<file path="config.mk">
export PLATFORM = sky130hd
export DESIGN_NAME = ibs_host_end_flat
export DESIGN_NICKNAME = d
export VERILOG_FILES = /design/src/rtl/ibs_pkg.sv /design/src/rtl/ibs_link_if.sv /design/src/rtl/ibs_host_end.sv /design/src/flat_wrapper.sv
export SDC_FILE = /design/constraint.sdc
export NUM_CORES = 1
export LEC_CHECK = 0
export BUFFER_PORTS_ARGS = -buffer_cell sky130_fd_sc_hd__buf_2
export CAP_MARGIN = 20
export CORE_UTILIZATION = 30
export CTS_CLUSTER_SIZE = 40
export DETAILED_ROUTE_END_ITERATION = 12
export PLACE_DENSITY_LB_ADDON = 0.1
export SLEW_MARGIN = 20
export SYNTH_ARGS = -nofsm -noshare
export SYNTH_HDL_FRONTEND = slang
export SYNTH_SLANG_ARGS = --single-unit
export TNS_END_PERCENT = 50
</file>
<file path="constraint.sdc">
create_clock -name clock -period 4.1 [get_ports clock]
set_input_delay 0.615 -clock clock [delete_from_list [all_inputs] [get_ports clock]]
set_output_delay 0.615 -clock clock [all_outputs]
set_load 0.05 [all_outputs]
</file>
<file path="src/rtl/ibs_pkg.sv">
// Shared constants and types for the isolation barrier sync control link.
package ibs_pkg;
    // ------------------------------------------------------------
    // Register indices (byte address is four times the index)
    // ------------------------------------------------------------
    localparam logic [7:0] IDX_POWER = 8'h02;
    localparam logic [7:0] IDX_BARRIER_SYNC_LOSS_FLAG = 8'h03;
    localparam logic [7:0] IDX_IRQCFG = 8'h05;
    localparam logic [7:0] IDX_BARCTL = 8'h0D;
    localparam logic [7:0] IDX_NTR = 8'h15;
    localparam logic [7:0] IDX_LINEID = 8'h1D;
    localparam logic [7:0] IDX_LINESTAT = 8'h1E;
    // ------------------------------------------------------------
    // Field positions
    // ------------------------------------------------------------
    localparam int BIT_LINE_POWER = 2;
    localparam int BIT_LEVEL_DETECT = 3;
    localparam int BIT_BARRIER_SYNC_LOSS_FLAG = 1;
    localparam int BIT_IRQ_EN = 1;
    localparam int BIT_AUTO_POLL = 3;
    localparam int BIT_LINE_RESET = 3;
    localparam int BIT_HOST_LOST = 6;
    localparam int BIT_NTR_DISABLE = 6;
    localparam int BIT_ID_LSB = 4;
    localparam int BIT_LINE_LOST = 2;
    // ------------------------------------------------------------
    // Reset values
    // ------------------------------------------------------------
    localparam logic RST_LINE_POWER = 1'b0;
    localparam logic RST_IRQ_EN = 1'b1;
    localparam logic RST_AUTO_POLL = 1'b1;
    localparam logic RST_NTR_DISABLE = 1'b0;
    localparam logic [3:0] RST_LINE_ID = 4'h0;
    // ------------------------------------------------------------
    // Timing
    // ------------------------------------------------------------
    localparam int CLOCK_MHZ = 100;
    localparam int NTR_TIME_US = 400;
    localparam int NTR_CYCLES = NTR_TIME_US * CLOCK_MHZ;
    localparam int STATUS_PERIOD = 16;
    localparam int SYNC_TIMEOUT = 64;
    localparam int LOCK_PREAMBLES = 4;
    // ------------------------------------------------------------
    // Frame kinds
    // ------------------------------------------------------------
    typedef enum logic [1:0] {
        HK_PREAMBLE = 2'b00,
        HK_POLL = 2'b01,
        HK_DATA = 2'b10,
        HK_RESET = 2'b11
    } ibs_hkind_t;
    typedef enum logic [1:0] {
        LK_STATUS = 2'b00,
        LK_ID = 2'b01,
        LK_RXDATA = 2'b10,
        LK_SPARE = 2'b11
    } ibs_lkind_t;
    // Loop operating modes on the line side.
    typedef enum logic [1:0] {
        LM_OFF = 2'b00,
        LM_HOLD = 2'b01,
        LM_SEIZE = 2'b10,
        LM_OTHER = 2'b11
    } ibs_loop_t;
    // Even parity over a frame header and payload.
    function automatic logic ibs_parity(input logic [1:0] kind, input logic [7:0] word);
        return ^{kind, word};
    endfunction : ibs_parity
endpackage : ibs_pkg

</file>
<file path="src/rtl/ibs_link_if.sv">
// Barrier link between the host-side end and the line-side end.
`timescale 1ns/1ps
interface ibs_link_if;
    import ibs_pkg::*;
    // Host to line.
    logic [1:0] hl_kind;
    logic [7:0] hl_word;
    logic hl_parity;
    logic hl_strobe;
    logic hl_power;
    logic hl_ntr_disable;
    // Line to host.
    logic [1:0] lh_kind;
    logic [7:0] lh_word;
    logic lh_parity;
    logic lh_strobe;
    modport host_end (
        output hl_kind, hl_word, hl_parity, hl_strobe, hl_power, hl_ntr_disable,
        input lh_kind, lh_word, lh_parity, lh_strobe
    );
    modport line_end (
        input hl_kind, hl_word, hl_parity, hl_strobe, hl_power, hl_ntr_disable,
        output lh_kind, lh_word, lh_parity, lh_strobe
    );
endinterface : ibs_link_if

</file>
<file path="src/rtl/ibs_host_end.sv">
// Host-side end: APB registers, power multiplexing, sync sequencing and auto-poll.
//
// The APB slave port was left to the implementer.
`timescale 1ns/1ps
module ibs_host_end (
    // Clock and reset
    input wire logic clock,
    input wire logic rst,
    // APB slave
    input wire logic psel,
    input wire logic penable,
    input wire logic pwrite,
    input wire logic [9:0] paddr,
    input wire logic [31:0] pwdata,
    output logic [31:0] prdata,
    output logic pready,
    output logic pslverr,
    // Transmit and receive data
    input wire logic [7:0] tx_data,
    input wire logic tx_valid,
    output logic tx_ready,
    output logic [7:0] rx_data,
    output logic rx_valid,
    // Interrupt
    output logic irq,
    // Barrier
    ibs_link_if.host_end link
);
    import ibs_pkg::*;

    // ------------------------------------------------------------
    // Declarations
    // ------------------------------------------------------------
    typedef enum logic [2:0] {
        H_PREAMBLE = 3'b000,
        H_POLL = 3'b001,
        H_WAIT_ID = 3'b010,
        H_DATA = 3'b011,
        H_RESET = 3'b100
    } ibs_hstate_t;
    ibs_hstate_t state_reg, state_next;
    logic phase_reg;
    logic [6:0] silence_reg;
    logic loss_active_reg;
    logic line_power_select_reg;
    logic level_detect_enable_reg;
    logic barrier_sync_loss_flag_reg;
    logic sync_loss_irq_enable_reg;
    logic auto_poll_enable_reg;
    logic line_barrier_reset_reg;
    logic host_sync_lost_flag_reg;
    logic no_transition_timer_disable_reg;
    logic [3:0] line_side_id_field_reg;
    logic line_sync_lost_flag_reg;
    logic [1:0] send_kind;
    logic [7:0] send_word;

    // ------------------------------------------------------------
    // APB decode
    // ------------------------------------------------------------
    // Registers answer at once, so the access phase lasts one cycle.
    wire [7:0] idx = paddr[9:2];
    wire access = psel && penable;
    wire hit = (idx == IDX_POWER) || (idx == IDX_BARRIER_SYNC_LOSS_FLAG) || (idx == IDX_IRQCFG) ||
               (idx == IDX_BARCTL) || (idx == IDX_NTR) || (idx == IDX_LINEID) ||
               (idx == IDX_LINESTAT);
    wire wr = access && pwrite && hit;
    wire rd = access && !pwrite && hit;
    wire wr_power = wr && idx == IDX_POWER;
    wire wr_irqcfg = wr && idx == IDX_IRQCFG;
    wire wr_barctl = wr && idx == IDX_BARCTL;
    wire wr_ntr = wr && idx == IDX_NTR;
    wire rd_barrier_sync_loss_flag = rd && idx == IDX_BARRIER_SYNC_LOSS_FLAG;
    wire rd_barctl = rd && idx == IDX_BARCTL;
    assign pready = 1'b1;
    assign pslverr = access && !hit;

    // Read mux; the no-transition disable bit is write-only and reads zero.
    always_comb begin
        prdata = 32'h0000_0000;
        unique case (idx)
            IDX_POWER: begin
                prdata[BIT_LINE_POWER] = line_power_select_reg;
                prdata[BIT_LEVEL_DETECT] = level_detect_enable_reg;
            end
            IDX_BARRIER_SYNC_LOSS_FLAG: prdata[BIT_BARRIER_SYNC_LOSS_FLAG] = barrier_sync_loss_flag_reg;
            IDX_IRQCFG: begin
                prdata[BIT_AUTO_POLL] = auto_poll_enable_reg;
                prdata[BIT_IRQ_EN] = sync_loss_irq_enable_reg;
            end
            IDX_BARCTL: begin
                prdata[BIT_HOST_LOST] = host_sync_lost_flag_reg;
                prdata[BIT_LINE_RESET] = line_barrier_reset_reg;
            end
            IDX_LINEID: prdata[BIT_ID_LSB +: 4] = line_side_id_field_reg;
            IDX_LINESTAT: prdata[BIT_LINE_LOST] = line_sync_lost_flag_reg;
            default: prdata = 32'h0000_0000;
        endcase
    end

    // ------------------------------------------------------------
    // Link decode
    // ------------------------------------------------------------
    wire lh_ok = link.lh_strobe && (ibs_parity(link.lh_kind, link.lh_word) == link.lh_parity);
    wire lh_perr = link.lh_strobe && !lh_ok;
    wire got_status = lh_ok && link.lh_kind == LK_STATUS;
    wire got_id = lh_ok && link.lh_kind == LK_ID;
    wire synced = state_reg == H_POLL || state_reg == H_WAIT_ID || state_reg == H_DATA;
    wire slot = !phase_reg;
    // Silence beyond several status periods, or a corrupted frame, counts as loss.
    // A line-side reset drops its sync as well, so software sees it as a loss too.
    wire loss = (synced && (lh_perr || silence_reg == 7'(SYNC_TIMEOUT))) ||
                (state_reg == H_RESET && slot);
    assign tx_ready = slot && state_reg == H_DATA;
    wire send_tx = tx_ready && tx_valid;

    // Sequencer: preamble until status is seen, optional poll, then data.
    always_comb begin
        state_next = state_reg;
        unique case (state_reg)
            H_PREAMBLE: if (got_status) state_next = auto_poll_enable_reg ? H_POLL : H_DATA;
            H_POLL: if (slot) state_next = H_WAIT_ID;
            H_WAIT_ID: if (got_id) state_next = H_DATA;
            H_DATA: state_next = H_DATA;
            H_RESET: if (slot) state_next = H_PREAMBLE;
        endcase
        if (loss) state_next = H_PREAMBLE;
        if (line_barrier_reset_reg && state_reg != H_RESET) state_next = H_RESET;
    end

    // Outgoing frame selection; idle slots carry preambles to keep transitions alive.
    always_comb begin
        send_kind = HK_PREAMBLE;
        send_word = 8'h00;
        unique case (state_reg)
            H_POLL: send_kind = HK_POLL;
            H_RESET: send_kind = HK_RESET;
            H_DATA: if (send_tx) begin
                send_kind = HK_DATA;
                send_word = tx_data;
            end
            default: send_kind = HK_PREAMBLE;
        endcase
    end

    // ------------------------------------------------------------
    // Sequencer and link registers
    // ------------------------------------------------------------
    always_ff @(posedge clock or posedge rst) begin
        if (rst) begin
            state_reg <= H_PREAMBLE;
            phase_reg <= 1'b0;
            silence_reg <= 7'h00;
            loss_active_reg <= 1'b0;
        end else begin
            state_reg <= state_next;
            phase_reg <= !phase_reg;
            silence_reg <= (!synced || link.lh_strobe) ? 7'h00 : silence_reg + 7'h01;
            if (loss) loss_active_reg <= 1'b1;
            else if (got_status) loss_active_reg <= 1'b0;
        end
    end

    // Barrier power rides the odd phase; line-powered mode turns it off.
    always_ff @(posedge clock or posedge rst) begin
        if (rst) begin
            link.hl_strobe <= 1'b0;
            link.hl_kind <= HK_PREAMBLE;
            link.hl_word <= 8'h00;
            link.hl_parity <= 1'b0;
            link.hl_power <= 1'b0;
            link.hl_ntr_disable <= RST_NTR_DISABLE;
        end else begin
            link.hl_strobe <= slot;
            link.hl_kind <= send_kind;
            link.hl_word <= send_word;
            link.hl_parity <= ibs_parity(send_kind, send_word);
            link.hl_power <= !slot && !line_power_select_reg;
            link.hl_ntr_disable <= no_transition_timer_disable_reg;
        end
    end

    // Receive data toward the user.
    always_ff @(posedge clock or posedge rst) begin
        if (rst) begin
            rx_data <= 8'h00;
            rx_valid <= 1'b0;
            line_side_id_field_reg <= RST_LINE_ID;
            line_sync_lost_flag_reg <= 1'b0;
        end else begin
            rx_valid <= lh_ok && link.lh_kind == LK_RXDATA && state_reg == H_DATA;
            if (lh_ok && link.lh_kind == LK_RXDATA) rx_data <= link.lh_word;
            if (loss || state_reg == H_RESET) line_side_id_field_reg <= RST_LINE_ID;
            else if (got_id && state_reg == H_WAIT_ID) line_side_id_field_reg <= link.lh_word[3:0];
            if (got_status) line_sync_lost_flag_reg <= link.lh_word[BIT_LINE_LOST];
        end
    end

    // ------------------------------------------------------------
    // Software registers
    // ------------------------------------------------------------
    // Leaving line power with level detect on is refused and the mode stays.
    always_ff @(posedge clock or posedge rst) begin
        if (rst) begin
            line_power_select_reg <= RST_LINE_POWER;
            level_detect_enable_reg <= 1'b0;
            sync_loss_irq_enable_reg <= RST_IRQ_EN;
            auto_poll_enable_reg <= RST_AUTO_POLL;
            no_transition_timer_disable_reg <= RST_NTR_DISABLE;
        end else begin
            if (wr_power) begin
                level_detect_enable_reg <= pwdata[BIT_LEVEL_DETECT];
                if (pwdata[BIT_LINE_POWER] || !level_detect_enable_reg)
                    line_power_select_reg <= pwdata[BIT_LINE_POWER];
            end
            if (wr_irqcfg) begin
                sync_loss_irq_enable_reg <= pwdata[BIT_IRQ_EN];
                auto_poll_enable_reg <= pwdata[BIT_AUTO_POLL];
            end
            if (wr_ntr) no_transition_timer_disable_reg <= pwdata[BIT_NTR_DISABLE];
        end
    end

    // Flags: a set in the same cycle as a clearing read wins.
    always_ff @(posedge clock or posedge rst) begin
        if (rst) begin
            barrier_sync_loss_flag_reg <= 1'b0;
            host_sync_lost_flag_reg <= 1'b0;
            line_barrier_reset_reg <= 1'b0;
        end else begin
            if (loss) barrier_sync_loss_flag_reg <= 1'b1;
            else if (rd_barrier_sync_loss_flag) barrier_sync_loss_flag_reg <= 1'b0;
            if (loss || loss_active_reg) host_sync_lost_flag_reg <= 1'b1;
            else if (rd_barctl) host_sync_lost_flag_reg <= 1'b0;
            // Self-clears once the reset frame has gone out.
            if (state_reg == H_RESET && slot) line_barrier_reset_reg <= 1'b0;
            else if (wr_barctl && pwdata[BIT_LINE_RESET]) line_barrier_reset_reg <= 1'b1;
        end
    end

    // Level interrupt, dropped when the flag is read away.
    always_ff @(posedge clock or posedge rst) begin
        if (rst) begin
            irq <= 1'b0;
        end else begin
            irq <= barrier_sync_loss_flag_reg && sync_loss_irq_enable_reg;
        end
    end
endmodule : ibs_host_end

</file>
<file path="src/flat_wrapper.sv">
// flat-port wrapper written by rule: the top's interface ports become plain ports
module ibs_host_end_flat import ibs_pkg::*;
  (clock, rst, psel, penable, pwrite, paddr, pwdata, prdata, pready, pslverr, tx_data, tx_valid, tx_ready, rx_data, rx_valid, irq, link_hl_kind, link_hl_word, link_hl_parity, link_hl_strobe, link_hl_power, link_hl_ntr_disable, link_lh_kind, link_lh_word, link_lh_parity, link_lh_strobe);
  ibs_link_if link_i ();
  input wire logic clock;
  input wire logic rst;
  input wire logic psel;
  input wire logic penable;
  input wire logic pwrite;
  input wire logic [9:0] paddr;
  input wire logic [31:0] pwdata;
  output logic [31:0] prdata;
  output logic pready;
  output logic pslverr;
  input wire logic [7:0] tx_data;
  input wire logic tx_valid;
  output logic tx_ready;
  output logic [7:0] rx_data;
  output logic rx_valid;
  output logic irq;
  output wire logic [$bits(link_i.hl_kind)-1:0] link_hl_kind;
  output wire logic [$bits(link_i.hl_word)-1:0] link_hl_word;
  output wire logic [$bits(link_i.hl_parity)-1:0] link_hl_parity;
  output wire logic [$bits(link_i.hl_strobe)-1:0] link_hl_strobe;
  output wire logic [$bits(link_i.hl_power)-1:0] link_hl_power;
  output wire logic [$bits(link_i.hl_ntr_disable)-1:0] link_hl_ntr_disable;
  input wire logic [$bits(link_i.lh_kind)-1:0] link_lh_kind;
  input wire logic [$bits(link_i.lh_word)-1:0] link_lh_word;
  input wire logic [$bits(link_i.lh_parity)-1:0] link_lh_parity;
  input wire logic [$bits(link_i.lh_strobe)-1:0] link_lh_strobe;
  assign link_hl_kind = link_i.hl_kind;
  assign link_hl_word = link_i.hl_word;
  assign link_hl_parity = link_i.hl_parity;
  assign link_hl_strobe = link_i.hl_strobe;
  assign link_hl_power = link_i.hl_power;
  assign link_hl_ntr_disable = link_i.hl_ntr_disable;
  assign link_i.lh_kind = link_lh_kind;
  assign link_i.lh_word = link_lh_word;
  assign link_i.lh_parity = link_lh_parity;
  assign link_i.lh_strobe = link_lh_strobe;
  ibs_host_end u_core (.clock(clock), .rst(rst), .psel(psel), .penable(penable), .pwrite(pwrite), .paddr(paddr), .pwdata(pwdata), .prdata(prdata), .pready(pready), .pslverr(pslverr), .tx_data(tx_data), .tx_valid(tx_valid), .tx_ready(tx_ready), .rx_data(rx_data), .rx_valid(rx_valid), .irq(irq), .link(link_i));
endmodule
</file>
Word level (Yosys, flattened, before mapping)

Cells that the tools add are included.

Register bits after elaboration: 48
Bits of input ports: 68
Output and inout port bits: 59
Logic and storage cells: 131

Add/subtract/negate cells: 1
Eq/ne operators: 20
Muxes and demuxes: 29
Reductions and logical operators: 59

Operators by type and width:

| kind                  | number |
|---|---|
| $logic_and A1 B1 Y1   | 27 |
| $eq A8 B5 Y1 const B  | 3 |
| $reduce_xor A10 Y1    | 2 |
| $mux W3               | 6 |
| $eq A8 B2 Y1 const B  | 2 |
| $mux W8               | 2 |
| $pmux W3 S5           | 1 |
| $logic_or A1 B1 Y1    | 14 |
| $reduce_bool A2 Y1    | 5 |
| $mux W1               | 9 |
| $eq A8 B3 Y1 const B  | 1 |
| $eq A8 B4 Y1 const B  | 1 |
| $mux W4               | 2 |
| $ne A4 B1 Y1 const B  | 2 |
| $ne A4 B4 Y1 const B  | 2 |
| $add A7 B1 Y7 const B | 1 |
| $eq A7 B7 Y1 const B  | 1 |
| $logic_not A1 Y1      | 7 |
| $mux W7               | 1 |
| $eq A3 B2 Y1 const B  | 2 |
| $mux W2               | 3 |
| $pmux W1 S2           | 3 |
| $pmux W2 S3           | 1 |
| $reduce_and A4 Y1     | 1 |
| 10 further kinds      | 10 |

Longest topological paths before layout

Word-level depth: 12
Mapped depth: 8
Mapped depth without buffers: 8

Worst setup path after synthesis

No wires, ideal clock.

Path kind: in2out
From: input port paddr[7]
To: output port prdata[6]
Arrival time: 2253 ps
Required time: 3485 ps
Setup slack: 1232 ps
Stages on the path: 3
Buffers on the path: 0
Cell sequence: nor3_1 > nand4b_1 > nor3_1

Longest elaborated chain between the ends: 2
Elaborated cells between the ends (all ways): 3
Those cells by class: 2 x eq/ne; 1 x mux

Ends and longest elaborated chain:

| what                                         | line               | source |
|---|---|---|
| start: declaration                           | flat_wrapper.sv:10 | `input wire logic [9:0] paddr;` |
| $eq A8 B5 Y1 or $eq A8 B4 Y1 (tied branches) | ibs_host_end.sv:81 | `unique case (idx)` |
| $pmux W1 S2 (*)                              | ibs_host_end.sv:81 |  |
| end: declaration                             | flat_wrapper.sv:12 | `output logic [31:0] prdata;` |

Mark *: on every way between the ends. The rest lies on a longest branch, timed or not.

Final worst setup path

From: input port paddr[7]
To: output port prdata[1]

Longest elaborated chain between the ends: 2
Elaborated cells between the ends (all ways): 3
Those cells by class: 2 x eq/ne; 1 x mux

Ends and longest elaborated chain:

| what                                         | line |
|---|---|
| $eq A8 B3 Y1 or $eq A8 B2 Y1 (tied branches) | ibs_host_end.sv:81 |
| $pmux W1 S2 (*)                              | ibs_host_end.sv:81 |

Marked as above.

==> metrics <==
Hold Crit Start=u_core.no_transition_timer_disable_reg; routed vias/inst=4.45; DRC violation count after routing=0; Setup Viol. Count Final=0; post-synthesis cell type count=46; TNS Setup=0 ns; number of enable-type register cells in the synthesized netlist=0; setup repair after global routing missed its margin=no; number of nets still failing antenna checks after routing=0; Clock Latency Late Sink=0.31 ns; # Post-CTS Setup Buffers=0; placer congestion estimate=0.758; PwrDens=533 nW/µm²; cells traversed along the worst timing path=buf_2 > nor3_1 > nand4b_1 > nor2_1 > a32o_1 > buf_2; Initial Utilization=0.312; reg-to-reg endpoint=u_core.state_reg[0]; vias after detailed routing=1883; kind of start point of the critical path=input port; type of the setup path with the least slack=in -> out; result of the run=complete, no violations; required time of the critical path=3.48 ns; Diodes inserted=0; 1st-iter DRT viols=57; setup skew after layout=0.00992 ns; number of levels in the clock H-tree=2; clock tree from TritonCTS=built; initial antenna violation count=0; Register-to-Register Path Depth=6; Reg-to-Reg Start=u_core.state_reg[2]; sequential element share of the synthesized area=0.465; number of cells upsized or downsized after cts=0; Avg Synthesized Cell Area=10.5 µm²; Synth-to-Final Area Change=18.4%; standard cell core area=8300 µm²; Clock Path Buffers=2; number of search-and-repair iterations in the first detailed-routing pass=4; half-perimeter wire length of the detailed placement result=3.89 mm; Slowest-stage cell, CP=nor3_1; overall track demand over capacity in global routing=0.125; highest attainable clock frequency=357 MHz; Hold Crit Class=reg -> reg; post-layout net count=390; maximum number of pins on one net before global-route repair=49; area of the die=9010 µm²; routed length per placed instance=12.3 µm; static leakage=1.60 nW; final core occ=0.370; measured slew at the worst slew-check pin=0.838 ns; hold depth=0; clock sinks=48; number of buffers created by CTS=5; min Tclk post-route=2.80 ns; number of endpoints with negative hold slack in the final report=0; quantity of I/O buffers inserted on ports=70; die span in x=94.9 µm; num ports=127; standard-cell row count=33; maximum fanout along the worst path=5; area of the mapped netlist=2590 µm²; Top cell by count, worst path=buf_2; fraction of registers with async set/reset=1.00; crit path DAT=2.19 ns; delay of the slowest cell on the worst path=0.43 ns; critical path endpoint category=output port; worst vdd ir=0.367 mV; clk slew on worst S/H paths=0.09 ns; aggregate routed wire length=5.18 mm; number of warning messages in the yosys log=0; Die Y=94.9 µm; total count of max-transition violations in the final report=0; leftover overflow at the end of global routing=0; Rel. slew slack=0.441; sink of the worst hold path=u_core.link.hl_ntr_disable; max-capacitance violation count=0; first-pass GRT wire length=8.56 mm; buffer type at the clock tree root=clkbuf_8; hold_buf cts=0; fill cell count=875; dominant synthesized flop cell=dfrtp_1; layout cell share with drive strength beyond 1=0.283; Seq cells post-synth=48; portion of the clock cycle consumed by the worst path in the final layout=0.683; post-synthesis cell count=246; via count of the first global-routing pass=1767; Worst R2R Setup Slack=2.08 ns
==> kinds of logic after synthesis <==
group | after synthesis | share of synthesized area
other | 2 | 0.00290
adders and majority gates | 5 | 0.0241
xor gates and xnor gates | 20 | 0.0835
muxes | 20 | 0.0845
AOI/OAI and AO/OA | 20 | 0.0497
DFF | 48 | 0.465
buffers and inverters | 43 | 0.100
and+or+nand+nor | 88 | 0.190
==> metal layers <==
layer / global-route usage / vias to the layer above / wire (µm)
li1: - / 924 / -
met1: 0.167 / 888 / 2470
met2: 0.192 / 64 / 2290
met3: 0.0403 / 7 / 370
met4: 0.0341 / 0 / 60
met5: 0 / - / 0
==> report_power, final <==
| group | internal (W) | switching (W) | leakage (nW) |
|---|---|---|---|
| sequential | 0.000568 | 0.0000591 | 0.616 |
| clock | 0.000181 | 0.000165 | 0.0541 |
| combinational | 0.000201 | 0.000460 | 0.930 |
| total | 0.000950 | 0.000685 | 1.60 |
==> worst max-delay path by stage <==
stage,startpoint,endpoint,cells past startpoint
final,paddr[7],prdata[1],6
after global routing,paddr[7],prdata[1],6
after floorplan,paddr[7],prdata[6],3
after global placement,link_lh_kind[0],u_core.rx_data[1],8
after detailed placement,link_lh_kind[0],u_core.rx_data[3],8
after CTS,paddr[7],prdata[1],6
==> layout by cell type, fill, tap and decap left out, types with 7 or more instances in the layout <==
cell,netlist,routed
conb_1,2,26
nor2_1,23,23
xnor2_1,11,11
nand2_1,11,11
dfrtp_1,46,46
nand3_1,7,7
mux2_1,13,13
and3_1,10,10
buf_2,1,70
nor3_1,7,7
inv_1,11,10
a21oi_1,8,8
==> synth_stat cells (5+ instances only) <==
master    instances  area share
a21oi_1           8       0.015
xor2_1            6       0.020
nand3_1           7       0.014
nor2_1           23       0.033
nand2_1          11       0.016
dfrtp_1          46        0.44
inv_1            11       0.016
ha_1              5       0.024
mux2_1           13       0.056
and3_1           10       0.024
xnor2_1          11       0.037
buf_4            26       0.075
nand2b_1          5       0.012
nor3_1            7       0.014
mux2i_1           5       0.019
==> layout make-up <==
| type | count | area (µm²) | area share |
|---|---|---|---|
| Clock buffer | 5 | 68.8 | 0.0224 |
| Inverter | 12 | 46.3 | 0.0151 |
| Clock inverter | 3 | 42.5 | 0.0139 |
| Sequential cell | 48 | 1200 | 0.392 |
| Multi-Input combinational cell | 179 | 1220 | 0.397 |
| Tap cell | 105 | 131 | 0.0428 |
| Timing Repair Buffer | 71 | 358 | 0.117 |
==> stage by stage <==
stage	setup slack, ns	hold WS [ns]	std cells	instance area (µm²)	power, W
after floorplan	1.23	0.347	270	2680	0.00118
after global placement	1.20	0.358	415	2960	0.00130
after detailed placement	1.17	0.360	415	2960	0.00130
after CTS	1.29	0.383	423	3070	0.00166
after global routing	1.10	0.404	423	3070	0.00173
final	1.30	0.379	423	3070	0.00163
==> critical path, delay by kind of cell <==
family | cells | cell delay, ns
buf+inv | 2 | 0.35
simple gates | 3 | 0.99
compound gates | 1 | 0.22
Power figures use the tool's default switching activity.
